`config.mk`:
```
export PLATFORM = sky130hd
export DESIGN_NAME = ext_data_bus
export DESIGN_NICKNAME = d
export VERILOG_FILES = /design/src/core/ext_data_bus_pkg.sv /design/src/core/pin_sync.sv /design/src/core/portf_map.sv /design/src/core/ext_data_bus.sv
export VERILOG_INCLUDE_DIRS = /design/src /design/src/core
export SDC_FILE = /design/constraint.sdc
export NUM_CORES = 1
export LEC_CHECK = 0
export ABC_AREA = 0
export BUFFER_PORTS_ARGS = -buffer_cell sky130_fd_sc_hd__buf_2
export CELL_PAD_IN_SITES_DETAIL_PLACEMENT = 2
export CELL_PAD_IN_SITES_GLOBAL_PLACEMENT = 2
export CORE_MARGIN = 1
export CORE_UTILIZATION = 33
export CTS_BUF_LIST = sky130_fd_sc_hd__clkbuf_8
export DETAILED_ROUTE_END_ITERATION = 7
export PLACE_DENSITY_LB_ADDON = 0.12
export RECOVER_POWER = 50
export SLEW_MARGIN = 20
export SYNTH_ARGS = -nofsm -noshare
export SYNTH_HDL_FRONTEND = slang
export SYNTH_HIERARCHICAL = 1
export SYNTH_SLANG_ARGS = --single-unit
```
`constraint.sdc`:
```
create_clock -name mclk -period 1.7 [get_ports mclk]
set_input_delay 0.085 -clock mclk [delete_from_list [all_inputs] [get_ports mclk]]
set_output_delay 0.085 -clock mclk [all_outputs]
set_load 0.05 [all_outputs]
```
`src/core/ext_data_bus_defs.svh`:
```
/*
  Register offsets, field positions, reset values and timing counts for the
  external memory data bus and its shared port-F pins.
  Assumes a 250 MHz core clock and a plain strobe-based register port.
*/
`ifndef EXT_DATA_BUS_DEFS_SVH
`define EXT_DATA_BUS_DEFS_SVH

// Register word offsets
`define EDB_OFS_CTRL        4'h0
`define EDB_OFS_PORTF_SEL   4'h1
`define EDB_OFS_PORTF_DIR   4'h2
`define EDB_OFS_PORTF_DOUT  4'h3
`define EDB_OFS_PORTF_PIN   4'h4
`define EDB_OFS_PULLUP_EN   4'h5
`define EDB_OFS_RD_DATA     4'h6
`define EDB_OFS_WR_DATA     4'h7
`define EDB_OFS_CMD         4'h8
`define EDB_OFS_STATUS      4'h9

// Control register fields
`define EDB_CTRL_DRIVE_KEEP 0

// Command register fields
`define EDB_CMD_READ        0
`define EDB_CMD_WRITE       1

// Status register fields
`define EDB_STAT_BUSY       0
`define EDB_STAT_RD_DONE    1

// Reset values
`define EDB_RST_CTRL        16'h0000
`define EDB_RST_PORTF_SEL   16'h0000
`define EDB_RST_PORTF_DIR   16'h0000
`define EDB_RST_PORTF_DOUT  16'h0000
`define EDB_RST_PULLUP_EN   16'hFFFF

// Strobe low time in ns and derived cycles at 4 ns period
`define EDB_CLK_PERIOD_NS   4
`define EDB_STROBE_NS       16
`define EDB_STROBE_CYC      ((`EDB_STROBE_NS + `EDB_CLK_PERIOD_NS - 1) / `EDB_CLK_PERIOD_NS)

`endif

```
`src/core/ext_data_bus_pkg.sv`:
```
/*
  Types for the external memory data bus block.
  Assumes the constants header is included by the users as well.
*/
package ext_data_bus_pkg;

  // Bus cycle sequencer states, one-hot
  typedef enum logic [2:0] {
    ST_IDLE  = 3'b001,
    ST_READ  = 3'b010,
    ST_WRITE = 3'b100
  } cycle_state_t;

endpackage : ext_data_bus_pkg

```
`src/core/pin_sync.sv`:
```
/*
  Two-flop synchroniser for a vector of pad inputs.
  Assumes the inputs are asynchronous to mclk.
*/
`timescale 1ns/1ps
module pin_sync #(
  parameter int WIDTH = 16
) (
  input  wire logic             mclk,
  input  wire logic             rst_n,
  input  wire logic [WIDTH-1:0] asyncIn,
  output logic      [WIDTH-1:0] syncOut
);

  logic [WIDTH-1:0] stage1_r;

  // First stage feeds only the second
  always_ff @(posedge mclk)
  begin
    if (!rst_n)
    begin
      stage1_r <= '0;
      syncOut  <= '0;
    end
    else
    begin
      stage1_r <= asyncIn;
      syncOut  <= stage1_r;
    end
  end

endmodule : pin_sync

```
`src/core/portf_map.sv`:
```
/*
  Maps data-bus bit order onto port-F bit order and back.
  Assumes a sixteen-line data bus; purely combinational.
*/
`timescale 1ns/1ps
module portf_map (
  input  wire logic [15:0] dataOrder,
  input  wire logic [15:0] portOrder,
  output logic      [15:0] toPort,
  output logic      [15:0] toData
);

  // Lines 0-6 to bits 9-15, 7-14 to 0-7, 15 to 8
  assign toPort = {dataOrder[6:0], dataOrder[15], dataOrder[14:7]};
  assign toData = {portOrder[8], portOrder[7:0], portOrder[15:9]};

endmodule : portf_map

```
`src/core/ext_data_bus.sv`:
```
/*
  External memory data bus with read strobe and shared port-F pins.
  Holds the register file, the bus cycle sequencer and the pad controls.
  Assumes the pad wrapper resolves each pin from out, oe_n and pull-up enable,
  and that address and select pins are owned by neighbours which
  follow busActive and readStrobe_n from this block.
*/
`timescale 1ns/1ps
`include "ext_data_bus_defs.svh"

// How it works
// RL1: Sixteen bidirectional data lines, bits 0 to 15, carry external program and data accesses.
// RL2: With the drive-keep bit clear, the data lines float whenever no external cycle is running.
// RL3: After reset every shared pin is in its data-bus role, not a port pin.
// RL4: A pin switched to port-F use has its own direction bit.
// RL5: Lines 0-6 are port-F bits 9-15, lines 7-14 bits 0-7, and line 15 bit 8.
// RL6: Each pin has a pull-up that is turned off by clearing its port-F pull-up enable bit.
// RL7: The read strobe goes low only in external read cycles.
// RL8: While the read strobe is low the data lines are inputs and the memory drives them.
// RL9: The data on the lines is captured as the read strobe returns high.
// RL10: The strobe qualifies address and selects, and the memory answers only while it is low.
// RL11: The read strobe may drive a memory output enable directly.
// RL12: In write cycles the write strobe is low and all data lines drive the write data. Lines switched to port-F use keep their port direction and value instead.
// RL13: In reset the read strobe is high and the lines undriven, then they take the data-bus role.
module ext_data_bus
  import ext_data_bus_pkg::*;
#(
  parameter int STROBE_CYC = `EDB_STROBE_CYC
) (
  input  wire logic        mclk,
  input  wire logic        rst_n,
  input  wire logic [3:0]  regAddr,
  input  wire logic [15:0] regWrData,
  input  wire logic        regWrStb,
  input  wire logic        regRdStb,
  output logic      [15:0] regRdData,
  input  wire logic [15:0] dataPinIn,
  output logic      [15:0] dataPinOut,
  output logic      [15:0] dataPinOe_n,
  output logic      [15:0] dataPullupEn,
  output logic             readStrobe_n,
  output logic             writeStrobe_n,
  output logic             busActive
);

  // Counter wide enough for the whole strobe low time
  localparam int CW = $clog2(STROBE_CYC + 1);

  // Registers
  logic         driveKeep_r;
  logic [15:0]  portSel_r;
  logic [15:0]  portDir_r;
  logic [15:0]  portDout_r;
  logic [15:0]  pullupEn_r;
  logic [15:0]  rdData_r;
  logic [15:0]  wrData_r;
  logic         rdDone_r;
  cycle_state_t state_r;
  cycle_state_t state_nxt;
  logic [CW-1:0] cnt_r;
  logic [CW-1:0] cnt_nxt;

  // Pin input path
  logic [15:0] pinSync;
  logic [15:0] pinPortOrder;
  logic [15:0] selData;
  logic [15:0] dirData;
  logic [15:0] doutData;
  logic [15:0] pullData;

  pin_sync #(
    .WIDTH (16)
  ) u_sync (
    .mclk    (mclk),
    .rst_n   (rst_n),
    .asyncIn (dataPinIn),
    .syncOut (pinSync)
  );

  // Port-F bit order of the sampled pins [RL5]
  portf_map u_map_in (
    .dataOrder (pinSync),
    .portOrder (16'h0000),
    .toPort    (pinPortOrder),
    .toData    ()
  );

  // Port-F registers into data-line order [RL5]
  portf_map u_map_sel (
    .dataOrder (16'h0000),
    .portOrder (portSel_r),
    .toPort    (),
    .toData    (selData)
  );

  portf_map u_map_dir (
    .dataOrder (16'h0000),
    .portOrder (portDir_r),
    .toPort    (),
    .toData    (dirData)
  );

  portf_map u_map_dout (
    .dataOrder (16'h0000),
    .portOrder (portDout_r),
    .toPort    (),
    .toData    (doutData)
  );

  portf_map u_map_pull (
    .dataOrder (16'h0000),
    .portOrder (pullupEn_r),
    .toPort    (),
    .toData    (pullData)
  );

  // Register decode
  wire wrCtrl   = regWrStb && (regAddr == `EDB_OFS_CTRL);
  wire wrSel    = regWrStb && (regAddr == `EDB_OFS_PORTF_SEL);
  wire wrDir    = regWrStb && (regAddr == `EDB_OFS_PORTF_DIR);
  wire wrDout   = regWrStb && (regAddr == `EDB_OFS_PORTF_DOUT);
  wire wrPull   = regWrStb && (regAddr == `EDB_OFS_PULLUP_EN);
  wire wrWdata  = regWrStb && (regAddr == `EDB_OFS_WR_DATA);
  wire wrCmd    = regWrStb && (regAddr == `EDB_OFS_CMD);
  wire rdRdata  = regRdStb && (regAddr == `EDB_OFS_RD_DATA);
  wire idle     = (state_r == ST_IDLE);
  // Commands only start from idle; read wins when both bits are set
  wire startRd  = wrCmd && idle && regWrData[`EDB_CMD_READ];
  wire startWr  = wrCmd && idle && !regWrData[`EDB_CMD_READ] && regWrData[`EDB_CMD_WRITE];
  wire cntDone  = (cnt_r == CW'(STROBE_CYC - 1));
  wire endRead  = (state_r == ST_READ) && cntDone;

  // Sequencer next state; only reads and writes toggle the strobes [RL7]
  always_comb
  begin
    state_nxt = state_r;
    cnt_nxt   = '0;
    unique case (state_r)
      ST_IDLE:
      begin
        if (startRd)
          state_nxt = ST_READ;
        else if (startWr)
          state_nxt = ST_WRITE;
      end
      ST_READ, ST_WRITE:
      begin
        if (cntDone)
          state_nxt = ST_IDLE;
        else
          cnt_nxt = cnt_r + CW'(1);
      end
      default:
        state_nxt = ST_IDLE;
    endcase
  end

  // Sequencer registers
  always_ff @(posedge mclk)
  begin
    if (!rst_n)
    begin
      state_r <= ST_IDLE;
      cnt_r   <= '0;
    end
    else
    begin
      state_r <= state_nxt;
      cnt_r   <= cnt_nxt;
    end
  end

  // Read capture at the strobe's rising edge, from the synchronised pads [RL9]
  // The pads pass two flops first, so the strobe must stay low three cycles
  // or more; the memory holds its data for the whole strobe
  always_ff @(posedge mclk)
  begin
    if (!rst_n)
      rdData_r <= 16'h0000;
    else if (endRead)
      rdData_r <= pinSync; // [RL9]
  end

  // Read-done flag: set wins over the clear by a read of the data
  always_ff @(posedge mclk)
  begin
    if (!rst_n)
      rdDone_r <= 1'b0;
    else if (endRead)
      rdDone_r <= 1'b1;
    else if (rdRdata)
      rdDone_r <= 1'b0;
  end

  // Software-written registers; reset leaves every pin on the data bus [RL3]
  always_ff @(posedge mclk)
  begin
    if (!rst_n)
    begin
      driveKeep_r <= 1'b0;
      portSel_r   <= `EDB_RST_PORTF_SEL; // [RL3]
      portDir_r   <= `EDB_RST_PORTF_DIR;
      portDout_r  <= `EDB_RST_PORTF_DOUT;
      pullupEn_r  <= `EDB_RST_PULLUP_EN;
      wrData_r    <= 16'h0000;
    end
    else
    begin
      if (wrCtrl)
        driveKeep_r <= regWrData[`EDB_CTRL_DRIVE_KEEP];
      if (wrSel)
        portSel_r <= regWrData;
      if (wrDir)
        portDir_r <= regWrData; // [RL4]
      if (wrDout)
        portDout_r <= regWrData;
      if (wrPull)
        pullupEn_r <= regWrData; // [RL6]
      if (wrWdata)
        wrData_r <= regWrData;
    end
  end

  // Read mux, data one cycle after the strobe
  logic [15:0] rdMux;
  always_comb
  begin
    unique case (regAddr)
      `EDB_OFS_CTRL:       rdMux = {15'h0000, driveKeep_r};
      `EDB_OFS_PORTF_SEL:  rdMux = portSel_r;
      `EDB_OFS_PORTF_DIR:  rdMux = portDir_r;
      `EDB_OFS_PORTF_DOUT: rdMux = portDout_r;
      `EDB_OFS_PORTF_PIN:  rdMux = pinPortOrder;
      `EDB_OFS_PULLUP_EN:  rdMux = pullupEn_r;
      `EDB_OFS_RD_DATA:    rdMux = rdData_r;
      `EDB_OFS_WR_DATA:    rdMux = wrData_r;
      `EDB_OFS_STATUS:     rdMux = {14'h0000, rdDone_r, !idle};
      default:             rdMux = 16'h0000;
    endcase
  end

  // Read data register, zero outside the answer cycle
  always_ff @(posedge mclk)
  begin
    if (!rst_n)
      regRdData <= 16'h0000;
    else if (regRdStb)
      regRdData <= rdMux;
    else
      regRdData <= 16'h0000;
  end

  // Strobe and pad flops so the pins are glitch free
  logic        rdStb_r;
  logic        wrStb_r;
  logic        active_r;
  logic [15:0] out_r;
  logic [15:0] oeN_r;
  logic [15:0] busOeN;
  logic [15:0] padOeN;
  logic [15:0] padOut;

  wire rdNext  = (state_nxt == ST_READ);
  wire wrNext  = (state_nxt == ST_WRITE);
  wire actNext = rdNext || wrNext;

  // Bus lines: drive only for writes, or when kept driven outside cycles [RL2] [RL8] [RL12]
  assign busOeN = (wrNext || (!actNext && driveKeep_r)) ? 16'h0000 : 16'hFFFF;

  // Per-pin choice between bus role and port role [RL1] [RL4]
  assign padOeN = (selData & ~dirData) | (~selData & busOeN);
  assign padOut = (selData & doutData) | (~selData & wrData_r);

  // Strobe and pad registers, idle levels in reset
  always_ff @(posedge mclk)
  begin
    if (!rst_n)
    begin
      rdStb_r  <= 1'b0;     // [RL13]
      wrStb_r  <= 1'b0;
      active_r <= 1'b0;
      out_r    <= 16'h0000;
      oeN_r    <= 16'hFFFF; // [RL13]
    end
    else
    begin
      rdStb_r  <= rdNext;   // [RL7] [RL10]
      wrStb_r  <= wrNext;   // [RL12]
      active_r <= actNext;
      out_r    <= padOut;
      oeN_r    <= padOeN;
    end
  end

  // Pin outputs; strobe suits a memory output enable directly [RL11]
  assign readStrobe_n  = !rdStb_r;
  assign writeStrobe_n = !wrStb_r;
  assign busActive     = active_r;
  assign dataPinOut    = out_r;
  assign dataPinOe_n   = oeN_r;
  assign dataPullupEn  = pullData; // [RL6]

endmodule : ext_data_bus

```
==> key figures <==
CTS
  • Root Buffer: clkbuf_8
  • CTS tree: done
  • H-tree levels: 4
  • Clock sink total: 187
  • Clk_lat worst skew: 490 ps
  • Clock-pin slew on the worst setup and hold paths: 110 ps
  • CTS buffer count: 17
  • CTS Buffer Depth: 2

Placement
  • RePlAce Congestion: roughly 0.83
  • Cells after DPL: ~1,200
  • Worst slack, placed: -131 ps
  • HPWL Detailed: 19.8 mm
  • IO Port Bufs: 106

STA
  • Worst slew pin tran: between 800 and 900 ps
  • Final min period: 1780 ps
  • Max_slew headroom: between 30% and 40%
  • Peak Freq: 0.562 GHz
  • Pins Over Slew Limit: 0
  • Worst Slack Setup Final: -79.0 ps
  • Fin crit share: 105%
  • Worst Skew: approximately 15 ps
  • Final setup violation count: 16
  • RSZ-0062 raised after global routing: yes
  • Final number of hold-violating endpoints: 0

Critical path
  • Req. time, crit path: 2110 ps
  • Reg2reg path depth: 7
  • Crit. End Element: flip-flop
  • Critical path peak fanout: 5
  • Worst path arrival time: around 2200 ps
  • Worst Path Class, Setup: flip-flop to flip-flop
  • CP Launch Type: flip-flop

Layout
  • Most frequent cells in the layout: 202 x nand2_1, 184 x dfxtp_1, 105 x buf_2
  • # fillers: ~2,500
  • ANT cells: 0
  • Layout area overhead: 17.3%
  • Fin util: between 30% and 40%
  • Nets: between 900 and 1,000
  • Final cell count without fillers: around 1,200
  • Most common cell after layout, fill and taps aside: nand2_1
  • Share of cells above drive strength 1: a little over a quarter

Routing
  • M1 WL: between 10 and 15 mm
  • Drt first pass iters: 5
  • Vias per cell: 5.22
  • DRC viols: 0
  • Antenna Violating Nets Remaining: 0
  • Wire per inst: between 20 and 25 um
  • Routed wire length: around 28 mm
  • Met3 Wirelength: between 800 and 900 um
  • Initial DRC Count: between 300 and 400
  • Highest metal used: met4
  • Via count of the routed design: 6,421
  • Metal2 WL: between 10 and 15 mm

Pwr
  • Leak: 3.27 nW
  • Largest vdd supply drop: approximately 440 uV
  • Total Power: 8.11 mW
  • Int Pwr: roughly 5.9 mW
  • Switching power: 2.20 mW
  • Net Sw Frac: a little over a quarter
  • Part of the power in registers: a little under three fifths
  • Total power per unit cell area: 910 nW/um^2
  • Combinational Power Share: under 10%
  • Clock power share: a little under two fifths

Global route
  • Overflow after GRT: 0
  • Pin count of the biggest net entering global routing: 50
  • First-pass GRT wire length: 42.6 mm
  • Initial antenna violation count: 0
  • Vias in the first global route: 6,951
  • GR Util All Layers: between 20% and 30%

Worst hold path
  • Worst min path class: input pin to flip-flop
  • Worst Hold Depth: 4

Floorplan
  • Height of the chip: around 150 um
  • Standard-cell rows: 55
  • Die X: about 150 um
  • Core area: 22,600 um^2
  • Initial Util: between 30% and 40%
  • Die ar.: 23,600 um^2
  • I/O Pins: roughly 110

Synth
  • Cell count after synthesis: ~850
  • Synth warnings: 6
  • Syn Area/Cell: between 8 and 9 um^2
  • Syn Std Cell Area: 7590 um^2
  • Syn Nets: 891

Status
  • Failing checks: setup timing
  • Status: finished with violations

Flow run
  • MaxCap Viol Count: 0
==> cell type report <==
| type | instances | area (um^2) | share of cell area [%] |
|---|---|---|---|
| flip-flops and latches | 187 | 3750 | 42.1 |
| inverters | 7 | 26.3 | 0.295 |
| clock buffers | 18 | 248 | 2.78 |
| clock inverters | 14 | 138 | 1.54 |
| well taps | 285 | 357 | 4.00 |
| repair buffers | 201 | 1410 | 15.9 |
| multi-input cells | 517 | 2980 | 33.5 |
==> stage by stage <==
stage	setup TNS, ps	hold WS, ps	instance area [um^2]
after global routing	-1990	40.0	8910
after detailed placement	-1740	310	8160
after global placement	-876	306	8160
after floorplan	0	209	7620
after CTS	-647	37.1	8960
final	-823	46.9	8910
==> path summary, 6_finish.rpt <==
path	startpoint	to	slack [ps]
worst max-delay path	cnt_r[0]	dataPinOe_n[3]	-80
worst max register to register	cnt_r[0]	dataPinOe_n[3]	-80
worst min register to register	u_sync/stage1_r[1]	u_sync/syncOut[1]	450
worst min-delay path	regWrData[1]	portDir_r[1]	50
==> what timing repair did <==
item | CTS | global route
hold endpoints to repair | 93 | 0
hold buffers | 32 | 0
cloned | 1 | 0
endpoints found under the setup margin | 25 | 31
pin swaps | 6 | 4
resized for setup | 9 | 1
buffers inserted | 3 | 2
==> flip-flops by register name, indices dropped and copies added, names as in the netlist, 3 cells and up <==
signal / flops
wrData_r: 16
state_r: 3
dataPinOe_n: 16
u_sync/syncOut: 16
u_sync/stage1_r: 16
pullupEn_r: 16
regRdData: 16
dataPinOut: 16
portDout_r: 16
portDir_r: 16
portSel_r: 16
rdData_r: 16
cnt_r: 3
==> routing by layer <==
| metal | global-route usage [%] | vias up |
|---|---|---|
| li1 | - | 2953 |
| met1 | 30.3 | 3283 |
| met2 | 42.6 | 153 |
| met3 | 3.49 | 32 |
| met4 | 7.81 | 0 |
| met5 | 0 | - |
==> power by group through the flow <==
stage	logic [mW]	clock network, mW	registers [mW]
finish	0.615	2.98	4.52
detailed placement	0.563	0	4.62
global placement	0.547	0	4.61
global route	0.659	3.26	4.53
floorplan	0.325	0	4.63
CTS	0.625	3.07	4.52
==> critical path, stage by stage (launching register included) <==
cell	delay, ps
dfxtp_2	350
ha_4	160
ha_4	170
nor4b_4	320
a41oi_2	80
a21bo_4	300
buf_12	150
o211ai_1	150
Power figures use the tool's default switching activity.
